[src/inc/icc_pkg.sv]
// Constants and types shared by the input capture channel block.
// Assumes a single core clock domain; no register bus, plain ports only.
package icc_pkg;

  localparam int NUM_CHAN   = 4;
  localparam int WORD_W     = 16;
  localparam int FIFO_DEPTH = 4;
  localparam int CNT_W      = 3;
  localparam int PRE_W      = 4;
  localparam int ICI_W      = 2;

  typedef enum logic [2:0] {
    MODE_OFF    = 3'h0,
    MODE_BOTH   = 3'h1,
    MODE_FALL   = 3'h2,
    MODE_RISE   = 3'h3,
    MODE_RISE4  = 3'h4,
    MODE_RISE16 = 3'h5,
    MODE_RSVD   = 3'h6,
    MODE_WAKE   = 3'h7
  } icc_mode_t;

  // Prescaler terminal counts: 4th and 16th rising edge
  localparam logic [PRE_W-1:0] PRE_RESET  = 4'h0;
  localparam logic [PRE_W-1:0] PRE4_LAST  = 4'h3;
  localparam logic [PRE_W-1:0] PRE16_LAST = 4'hF;

  // time_base_select: 1 picks base a, 0 (the reset default) picks base b
  localparam logic TB_SEL_A = 1'b1;

  localparam logic [ICI_W-1:0]  ICI_CNT_RESET = 2'h0;
  localparam logic [CNT_W-1:0]  FILL_RESET    = 3'h0;
  localparam logic [CNT_W-1:0]  FILL_FULL     = 3'h4;
  localparam logic [WORD_W-1:0] WORD_RESET    = 16'h0000;
  localparam logic [1:0]        SYNC_RESET    = 2'h0;

endpackage : icc_pkg

[src/inc/icc_evt_if.sv]
// Carries one channel's mode and qualified edge events between the
// channel logic and its edge/prescaler generator. Single clock domain.
`timescale 1ns/1ps
`default_nettype none

interface icc_evt_if;
  import icc_pkg::*;

  icc_mode_t mode;     // Channel capture mode
  logic      pre_run;  // Prescaler may count
  logic      cap_evt;  // Qualified capture event, one-cycle pulse

  modport gen
  (
    input  mode,
    input  pre_run,
    output cap_evt
  );

  modport sink
  (
    output mode,
    output pre_run,
    input  cap_evt
  );
endinterface : icc_evt_if

`default_nettype wire

[src/icc_event_gen.sv]
// Pin synchroniser, edge detector and edge prescaler of one channel.
// Pin is asynchronous to core_clk; mode comes from core_clk logic.
`timescale 1ns/1ps
`default_nettype none

module icc_event_gen
  import icc_pkg::*;
(
  input  wire logic core_clk,   // Core clock
  input  wire logic rst,        // Async reset, active high
  input  wire logic pin_async,  // Raw capture pin
  icc_evt_if.gen    evt         // Mode in, event out
);

  logic [1:0]       sync_reg;
  logic             last_reg;
  logic [PRE_W-1:0] pre_reg;
  logic             rise;
  logic             fall;

  // Only the second stage is looked at
  always_ff @(posedge core_clk or posedge rst)
  begin
    if (rst)
    begin
      sync_reg <= SYNC_RESET;
      last_reg <= 1'b0;
    end
    else
    begin
      sync_reg <= {sync_reg[0], pin_async};
      last_reg <= sync_reg[1];
    end
  end

  assign rise = sync_reg[1] & ~last_reg;
  assign fall = ~sync_reg[1] & last_reg;

  // Off or reset clears the edge count
  always_ff @(posedge core_clk or posedge rst)
  begin
    if (rst)
      pre_reg <= PRE_RESET;
    else if (evt.mode == MODE_OFF)
      pre_reg <= PRE_RESET;
    else if (rise && evt.pre_run)
    begin
      if ((evt.mode == MODE_RISE4 && pre_reg == PRE4_LAST) ||
          (evt.mode == MODE_RISE16 && pre_reg == PRE16_LAST))
        pre_reg <= PRE_RESET;
      else
        pre_reg <= pre_reg + 4'h1;
    end
  end

  // Edge selection per mode
  always_ff @(posedge core_clk or posedge rst)
  begin
    if (rst)
      evt.cap_evt <= 1'b0;
    else
    begin
      case (evt.mode)
        MODE_BOTH:   evt.cap_evt <= rise | fall;
        MODE_FALL:   evt.cap_evt <= fall;
        MODE_RISE:   evt.cap_evt <= rise;
        MODE_WAKE:   evt.cap_evt <= rise;
        MODE_RISE4:  evt.cap_evt <= rise && evt.pre_run &&
                                    pre_reg == PRE4_LAST;
        MODE_RISE16: evt.cap_evt <= rise && evt.pre_run &&
                                    pre_reg == PRE16_LAST;
        default:     evt.cap_evt <= 1'b0;  // Off and reserved
      endcase
    end
  end

endmodule : icc_event_gen

`default_nettype wire

[src/icc_capture_top.sv]
// Four-channel input capture: timestamps pin edges into per-channel FIFOs.
// Time bases, power state and control bits come from core_clk logic.
`timescale 1ns/1ps
`default_nettype none

// Summary of operation
// - Four channels, indices map to ids 1,2,7,8
// - Mode picks falling, rising, 4th, 16th, both
// - Prescaler cleared when off and on reset
// - Each channel buffers four 16-bit words
// - Not-empty flag set until all read
// - Read gives oldest word, rest advance
// - Fifth event sets overrun, word dropped
// - After overrun, ignore events until drained
// - Select bit picks time base, default b
// - Both-edges mode interrupts every edge
// - Both-edges mode never flags overrun
// - Enabled interrupt in idle or sleep wakes device
// - Mode 111 wakes regardless of timer state
// - In sleep only mode 111 rising edges
// - Two-bit field sets events per interrupt
// - Idle keeps function if timer on, no halt
// - Per-channel interrupt flag and enable
module icc_capture_top
  import icc_pkg::*;
(
  input  wire logic                   core_clk,             // Core clock
  input  wire logic                   rst,                  // Async reset
  input  wire logic [NUM_CHAN-1:0]    capture_pin,          // Capture pins
  input  wire logic [WORD_W-1:0]      time_base_a,          // First timer
  input  wire logic [WORD_W-1:0]      time_base_b,          // Second timer
  input  wire logic                   time_base_a_on,       // First runs
  input  wire logic                   time_base_b_on,       // Second runs
  input  wire logic                   cpu_idle,             // CPU in idle
  input  wire logic                   cpu_sleep,            // CPU asleep
  input  wire logic [NUM_CHAN-1:0][2:0] capture_mode_sel,   // Modes
  input  wire logic [NUM_CHAN-1:0]    time_base_select,     // 1 = base a
  input  wire logic [NUM_CHAN-1:0][ICI_W-1:0] events_per_irq_sel, // Rate
  input  wire logic [NUM_CHAN-1:0]    halt_when_idle,       // Stop in idle
  input  wire logic [NUM_CHAN-1:0]    capture_irq_enable,   // Irq enables
  input  wire logic [NUM_CHAN-1:0]    buf_rd,               // Read pulses
  input  wire logic [NUM_CHAN-1:0]    irq_flag_clr,         // Flag clears
  input  wire logic [NUM_CHAN-1:0]    overrun_clr,          // Overrun clears
  output logic      [NUM_CHAN-1:0][WORD_W-1:0] buf_data,    // Oldest words
  output logic      [NUM_CHAN-1:0]    buf_nonempty_flag,    // Data held
  output logic      [NUM_CHAN-1:0]    capture_overrun_flag, // Overrun seen
  output logic      [NUM_CHAN-1:0]    capture_irq_flag,     // Irq flags
  output logic                        wake_req              // Wake pulse
);

  function automatic logic [WORD_W-1:0] tb_pick
  (
    input logic              sel,
    input logic [WORD_W-1:0] a,
    input logic [WORD_W-1:0] b
  );
    tb_pick = (sel == TB_SEL_A) ? a : b;
  endfunction : tb_pick

  logic [NUM_CHAN-1:0] wake_hit;
  logic                wake_req_reg;

  // Index 0..3 stand for channel ids 1, 2, 7, 8
  for (genvar c = 0; c < NUM_CHAN; c++)
  begin : g_chan
    icc_evt_if ev ();

    logic [WORD_W-1:0] fifo_reg [FIFO_DEPTH];
    logic [CNT_W-1:0]  fill_reg;
    logic [CNT_W-1:0]  fill_next;
    logic              nonempty_reg;
    logic              overrun_reg;
    logic              lock_reg;
    logic              irq_reg;
    logic [ICI_W-1:0]  ici_cnt_reg;
    icc_mode_t         mode;
    logic              tb_on;
    logic              full_run;
    logic              wake_only;
    logic              store_evt;
    logic              rd_eff;
    logic              full;
    logic              wr;
    logic              ovf_evt;
    logic              irq_hit;
    logic [CNT_W-1:0]  wr_idx;

    assign mode  = icc_mode_t'(capture_mode_sel[c]);
    assign tb_on = (time_base_select[c] == TB_SEL_A) ? time_base_a_on
                                                     : time_base_b_on;

    // Idle keeps full function only with timer on and no halt
    // Sleep stops all but the interrupt-only path
    assign full_run  = !cpu_sleep &&
                       (!cpu_idle || (tb_on && !halt_when_idle[c]));
    // Mode 111 in a low-power state bypasses timer and rate
    assign wake_only = (cpu_sleep || cpu_idle) && mode == MODE_WAKE;

    assign ev.mode    = mode;
    assign ev.pre_run = full_run && !wake_only;

    icc_event_gen u_gen
    (
      .core_clk  (core_clk),
      .rst       (rst),
      .pin_async (capture_pin[c]),
      .evt       (ev)
    );

    // Events are dropped while locked after an overrun
    assign store_evt = ev.cap_evt && full_run && !wake_only && !lock_reg;
    // Empty reads leave the buffer untouched
    assign rd_eff    = buf_rd[c] && fill_reg != FILL_RESET;
    assign full      = fill_reg == FILL_FULL;
    // A read in the same cycle frees a slot for the new word
    assign wr        = store_evt && (!full || rd_eff);
    // Both-edges mode drops silently
    assign ovf_evt   = store_evt && full && !rd_eff && mode != MODE_BOTH;
    assign fill_next = fill_reg + CNT_W'(wr) - CNT_W'(rd_eff);
    assign wr_idx    = fill_reg - CNT_W'(rd_eff);

    // Shift toward the head on read, append at tail
    always_ff @(posedge core_clk or posedge rst)
    begin
      if (rst)
      begin
        for (int i = 0; i < FIFO_DEPTH; i++)
          fifo_reg[i] <= WORD_RESET;
      end
      else
      begin
        if (rd_eff)
        begin
          for (int i = 0; i < FIFO_DEPTH - 1; i++)
            fifo_reg[i] <= fifo_reg[i+1];
        end
        if (wr)
          fifo_reg[wr_idx[1:0]] <= tb_pick(time_base_select[c],
                                           time_base_a, time_base_b);
      end
    end

    // Fill level and not-empty flag
    always_ff @(posedge core_clk or posedge rst)
    begin
      if (rst)
      begin
        fill_reg     <= FILL_RESET;
        nonempty_reg <= 1'b0;
      end
      else
      begin
        fill_reg     <= fill_next;
        nonempty_reg <= fill_next != FILL_RESET;
      end
    end

    // Overrun flag: set wins over clear
    always_ff @(posedge core_clk or posedge rst)
    begin
      if (rst)
        overrun_reg <= 1'b0;
      else if (ovf_evt)
        overrun_reg <= 1'b1;
      else if (overrun_clr[c])
        overrun_reg <= 1'b0;
    end

    // Capture lock lasts until the buffer is drained
    always_ff @(posedge core_clk or posedge rst)
    begin
      if (rst)
        lock_reg <= 1'b0;
      else if (ovf_evt)
        lock_reg <= 1'b1;
      else if (fill_next == FILL_RESET)
        lock_reg <= 1'b0;
    end

    // Interrupt rate: every Nth stored event, N = field + 1
    // Both-edges mode ignores the rate field
    always_comb
    begin
      irq_hit = 1'b0;
      if (wake_only)
        irq_hit = ev.cap_evt;
      else if (store_evt)
        irq_hit = (mode == MODE_BOTH) ||
                  (ici_cnt_reg == events_per_irq_sel[c]);
    end

    always_ff @(posedge core_clk or posedge rst)
    begin
      if (rst)
        ici_cnt_reg <= ICI_CNT_RESET;
      else if (mode == MODE_OFF || mode == MODE_BOTH)
        ici_cnt_reg <= ICI_CNT_RESET;
      else if (store_evt && !wake_only)
      begin
        if (ici_cnt_reg == events_per_irq_sel[c])
          ici_cnt_reg <= ICI_CNT_RESET;
        else
          ici_cnt_reg <= ici_cnt_reg + 2'h1;
      end
    end

    // Sticky interrupt flag, set wins over clear
    always_ff @(posedge core_clk or posedge rst)
    begin
      if (rst)
        irq_reg <= 1'b0;
      else if (irq_hit)
        irq_reg <= 1'b1;
      else if (irq_flag_clr[c])
        irq_reg <= 1'b0;
    end

    // Low-power event with enable asks for wake-up
    assign wake_hit[c] = irq_hit && capture_irq_enable[c] &&
                         (cpu_idle || cpu_sleep);

    assign buf_data[c]             = fifo_reg[0];
    assign buf_nonempty_flag[c]    = nonempty_reg;
    assign capture_overrun_flag[c] = overrun_reg;
    assign capture_irq_flag[c]     = irq_reg;
  end

  always_ff @(posedge core_clk or posedge rst)
  begin
    if (rst)
      wake_req_reg <= 1'b0;
    else
      wake_req_reg <= |wake_hit;
  end

  assign wake_req = wake_req_reg;

endmodule : icc_capture_top

`default_nettype wire

[config.mk]
export PLATFORM = sky130hd
export DESIGN_NAME = icc_capture_top
export DESIGN_NICKNAME = d
export VERILOG_FILES = /design/src/inc/icc_pkg.sv /design/src/inc/icc_evt_if.sv /design/src/icc_event_gen.sv /design/src/icc_capture_top.sv
export SDC_FILE = /design/constraint.sdc
export NUM_CORES = 1
export LEC_CHECK = 0
export BUFFER_PORTS_ARGS = -buffer_cell sky130_fd_sc_hd__clkbuf_2
export CORE_MARGIN = 3
export CORE_UTILIZATION = 65
export CTS_CLUSTER_DIAMETER = 30
export CTS_CLUSTER_SIZE = 16
export DETAILED_ROUTE_END_ITERATION = 7
export PLACE_DENSITY = 0.91
export SLEW_MARGIN = 10
export SYNTH_ARGS = -nofsm -noshare
export SYNTH_HDL_FRONTEND = slang
export SYNTH_HIERARCHICAL = 1
export SYNTH_SLANG_ARGS = --single-unit
[constraint.sdc]
create_clock -name core_clk -period 19.8 [get_ports core_clk]
set_input_delay 0.99 -clock core_clk [delete_from_list [all_inputs] [get_ports core_clk]]
set_output_delay 0.99 -clock core_clk [all_outputs]
set_load 0.02 [all_outputs]
==> results.txt <==
The worst hold path begins at g_chan[3].u_gen/sync_reg[0]. The pin count of the biggest net entering global routing is 162, and the number of buffers on the longest clock path is 3. The path with the worst hold slack has its endpoint at g_chan[3].u_gen/sync_reg[1]. The filler cells instantiated in the layout total 1482. The die is 167 um wide. The tools report the initial antenna violation count as 1. The worst setup path category is reg -> reg. The transition time of the tightest slew-check pin works out to 1190 ps. Number of violations of the max-capacitance limit: 0. Relative to the synthesized area, the layout overhead comes to 16.3%. Leaving out fill and tap cells, the most frequent cells in the layout are sky130_fd_sc_hd__dfrtp_1 (325), sky130_fd_sc_hd__mux2i_1 (295), sky130_fd_sc_hd__nand2_1 (170). In this run the cell area of the synthesized design comes to 16900 um^2. The run finished with clean final reports.

The core box area was 25300 um^2. Number of max-slew violations in the final report: 0. TritonCTS built the clock tree.

Input and output buffers added on the ports amount to 162. The run gives 0.666 as the initial cell density of the core. Among cell families on the critical path, the largest total delay comes from buffers and inverters. The worst hold path belongs to the class reg -> reg. Type of destination of the critical path: a flip-flop. Before antenna repair, the detailed router went through 6 iterations.

The slowest stage of the critical path belongs to the cell sky130_fd_sc_hd__and4b_1. In this run the number of cells on the critical path is 8. The detail route stage leaves a number of antenna-violating nets equal to 0. Summed over all cells, the static leakage comes to 9.66 nW.

STA puts the critical path data arrival time at 4620 ps. For the sequential area share after synthesis, the log shows 0.482. The final routed wire length divided by cell count was 21.6 um. The critical path contains buffers and inverters numbering 2 combined. The die covers 27900 um^2.

Clock-pin slew was measured on the worst setup and hold paths at 50 ps. For the count of endpoints failing hold in the final timing report, the log shows 0. A synthesized cell averages 10.8 um^2. For this design the top-level I/O count stands at 163.

Most frequent standard cell in the layout excluding fill and tap cells: sky130_fd_sc_hd__dfrtp_1. The net count after synthesis is 1678. The count of cells along the worst hold path was 0; the number of CTS-inserted buffers was 67. The buffer cell driving the clock tree root is sky130_fd_sc_hd__clkbuf_16.

Of all nets on the critical path, the largest fanout is 49. Share of cell area taken by muxes after synthesis: 0.222. The number of flops mapped to enable cells by yosys works out to 0.

Global routing finished with a remaining overflow of 0. The tools report the cell area after layout as 19600 um^2. The fraction of the cycle the final worst path needs came out at 0.216. The fraction of final layout cells with drive strength greater than 1 is 0.225, and the adder-cell share of the synthesized area is 0.0225. After detailed routing, the total wire length is 43900 um. The total global-route track usage is 0.310, and the post-detailed-placement cell area is 17300 um^2. Once the clock tree was built, the setup fixing pass inserted 0 buffers. The tools report the final setup violation count as 0. The tools report the startpoint of the lowest-slack register-to-register path as g_chan[3].fill_reg[1].

In the final timing run, aggregate negative setup slack is 0 ps. After synthesis, the largest family of logic cells by area is multiplexers. The number of synthesis warnings is 6.

The total number of vias was 12646; the timing-limited maximum frequency was 234 MHz. The post-cts repair resize count came out at 0. Traced cell by cell, the critical path runs through o31ai_4 > buf_4 > clkinv_1 > ha_1 > xnor2_1 > nand2_1 > and4b_1 > o21ai_0.

The maximum clock skew at final layout is 18.8 ps. The first global-routing pass estimated 69600 um of wire. For this design, the CTS-stage hold fixing added 0 buffers. After floorplanning, the core was divided into 58 placement rows. Register area: 8130 um^2.

The smallest clock period supported by the final layout is computed as 4280 ps. End of the worst register-to-register path: buf_data[50]. Once detailed placement completed, the half-perimeter wirelength came to 27100 um.

The insertion delay of the later-clocked pin in the worst-skew pair is 550 ps, and the count of routing violations after the opening detailed-route iteration is 1370. The cell count after synthesis came out at 1564. The post-synthesis share of cell area spent on and, or, nand and nor gates is 0.108, and the share of the synthesized area in compound gates (AO/OA/AOI/OAI) is 0.0771.

The clock net sink count was 325. The depth of the worst register-to-register path was 8; the total power draw was 3.06 mW. Fraction of synthesis flops using an asynchronous set or reset pin: 1.00. Setup repair after global routing left no endpoint under its margin. The run gives 0.125 mV as the largest voltage drop on the vdd net. At the placement stage, the worst setup path has a slack of 15260 ps. From bottom edge to top edge, the die measures 167 um. The multi-input logic area came out at 7520 um^2.

The run gives 3 as the CTS H-tree depth. Synthesized-area fraction occupied by xor and xnor cells: 0.0119. The critical path's largest stage delay was 980 ps; the number of nets in the layout was 1769.

Final hold analysis gives a worst-case slack of 345 ps. The worst slew margin relative to its limit was 0.210; the areal power density over the cells was 156 nW/um^2. Once routing completed, OpenROAD measured the worst setup slack at 15520 ps.

Counting flops and latches in the post-synthesis netlist gives 325. After synthesis, the netlist uses 72 different library cells. The most common flop cell mapped by yosys is sky130_fd_sc_hd__dfrtp_1.

Using the TritonRoute via totals, the vias-per-cell ratio works out to 6.21. Setup slack on the worst reg-to-reg path comes out at 15520 ps. The via count of the first global-routing pass is 13315. For this run, design rule violations remaining after detail routing come to 0. For the worst setup path, the data required time is 20140 ps. The startpoint type of the worst setup path is a flip-flop. The global placer's final weighted congestion came out at 0.870.
[cells by family (layout without fill, tap and decap cells)]
kind of cell,count (synthesis),after routing
AOI/OAI and AO/OA,215,215
xor gates and xnor gates,23,23
adders and majority gates,28,28
buffers and inverters,237,376
DFF,325,325
muxes,362,362
other,0,2
and+or+nand+nor,374,374
[cell usage after synthesis, drive strengths merged (4+ instances only)]
| master | instances | area share |
|---|---|---|
| o31ai | 8 | 0.0047 |
| xor2 | 8 | 0.0042 |
| nand4 | 7 | 0.0026 |
| nor2b | 4 | 0.0015 |
| a311o | 4 | 0.0027 |
| xnor2 | 15 | 0.0078 |
| nor3 | 15 | 0.0058 |
| mux2i | 296 | 0.18 |
| buf | 111 | 0.048 |
| o22ai | 4 | 0.0015 |
| a21oi | 56 | 0.018 |
| nand3b | 11 | 0.0049 |
| or3 | 26 | 0.011 |
| nand2b | 8 | 0.0030 |
| and3 | 5 | 0.0022 |
| fa | 4 | 0.0047 |
| mux2 | 66 | 0.047 |
| clkbuf | 39 | 0.0087 |
| a31oi | 39 | 0.015 |
| nor3b | 4 | 0.0021 |
| inv | 85 | 0.019 |
| nor4 | 4 | 0.0022 |
| o311ai | 4 | 0.0021 |
| nor2 | 83 | 0.019 |
| a211oi | 6 | 0.0027 |
| or4b | 4 | 0.0024 |
| dfrtp | 325 | 0.48 |
| nand3 | 22 | 0.0082 |
| ha | 24 | 0.018 |
| nand2 | 170 | 0.038 |
| o21ai | 77 | 0.023 |
[how the worst max path moves through the flow]
stage / startpoint / endpoint / slack [ps]
detailed placement: buf_rd[3] / buf_data[52] / 15260
finish: g_chan[3].fill_reg[1] / buf_data[50] / 15520
global placement: buf_rd[0] / g_chan[0].lock_reg / 15390
CTS: g_chan[0].fill_reg[1] / g_chan[0].lock_reg / 15580
global route: g_chan[3].fill_reg[1] / buf_data[53] / 15320
floorplan: rst / asynchronous set/reset pin / 10720
[routing by layer]
layer | GRT usage | vias to the layer above | routed length [um]
met5 | 0 | - | 13
met1 | 0.391 | 6322 | 17100
met4 | 0.136 | 2 | 1790
met3 | 0.0706 | 136 | 3280
li1 | - | 5578 | -
met2 | 0.518 | 608 | 21700
[power by group]
group	switching (mW)	internal [mW]	total [mW]
clock	0.354	0.797	1.15
sequential	0.184	0.930	1.11
combinational	0.473	0.327	0.799
total	1.01	2.05	3.06
[final cells by class]
| type | count | share of cell area |
|---|---|---|
| multi-input cells | 1002 | 0.383 |
| inverters | 87 | 0.0172 |
| flip-flops and latches | 325 | 0.415 |
| diodes | 2 | 0.000255 |
| repair buffers | 172 | 0.0458 |
| clock buffers | 89 | 0.0964 |
| clock inverters | 28 | 0.0215 |
| well taps | 330 | 0.0210 |
[through the flow]
| stage | utilization | instances |
|---|---|---|
| 2_1_floorplan | - | 1564 |
| 3_3_place_gp | 0.683 | 1916 |
| 3_5_place_dp | 0.683 | 1916 |
| 4_1_cts | 0.774 | 2033 |
| 5_1_grt | 0.774 | 2033 |
| 6_report | 0.775 | 2035 |
(Power assumes the default switching activity.)
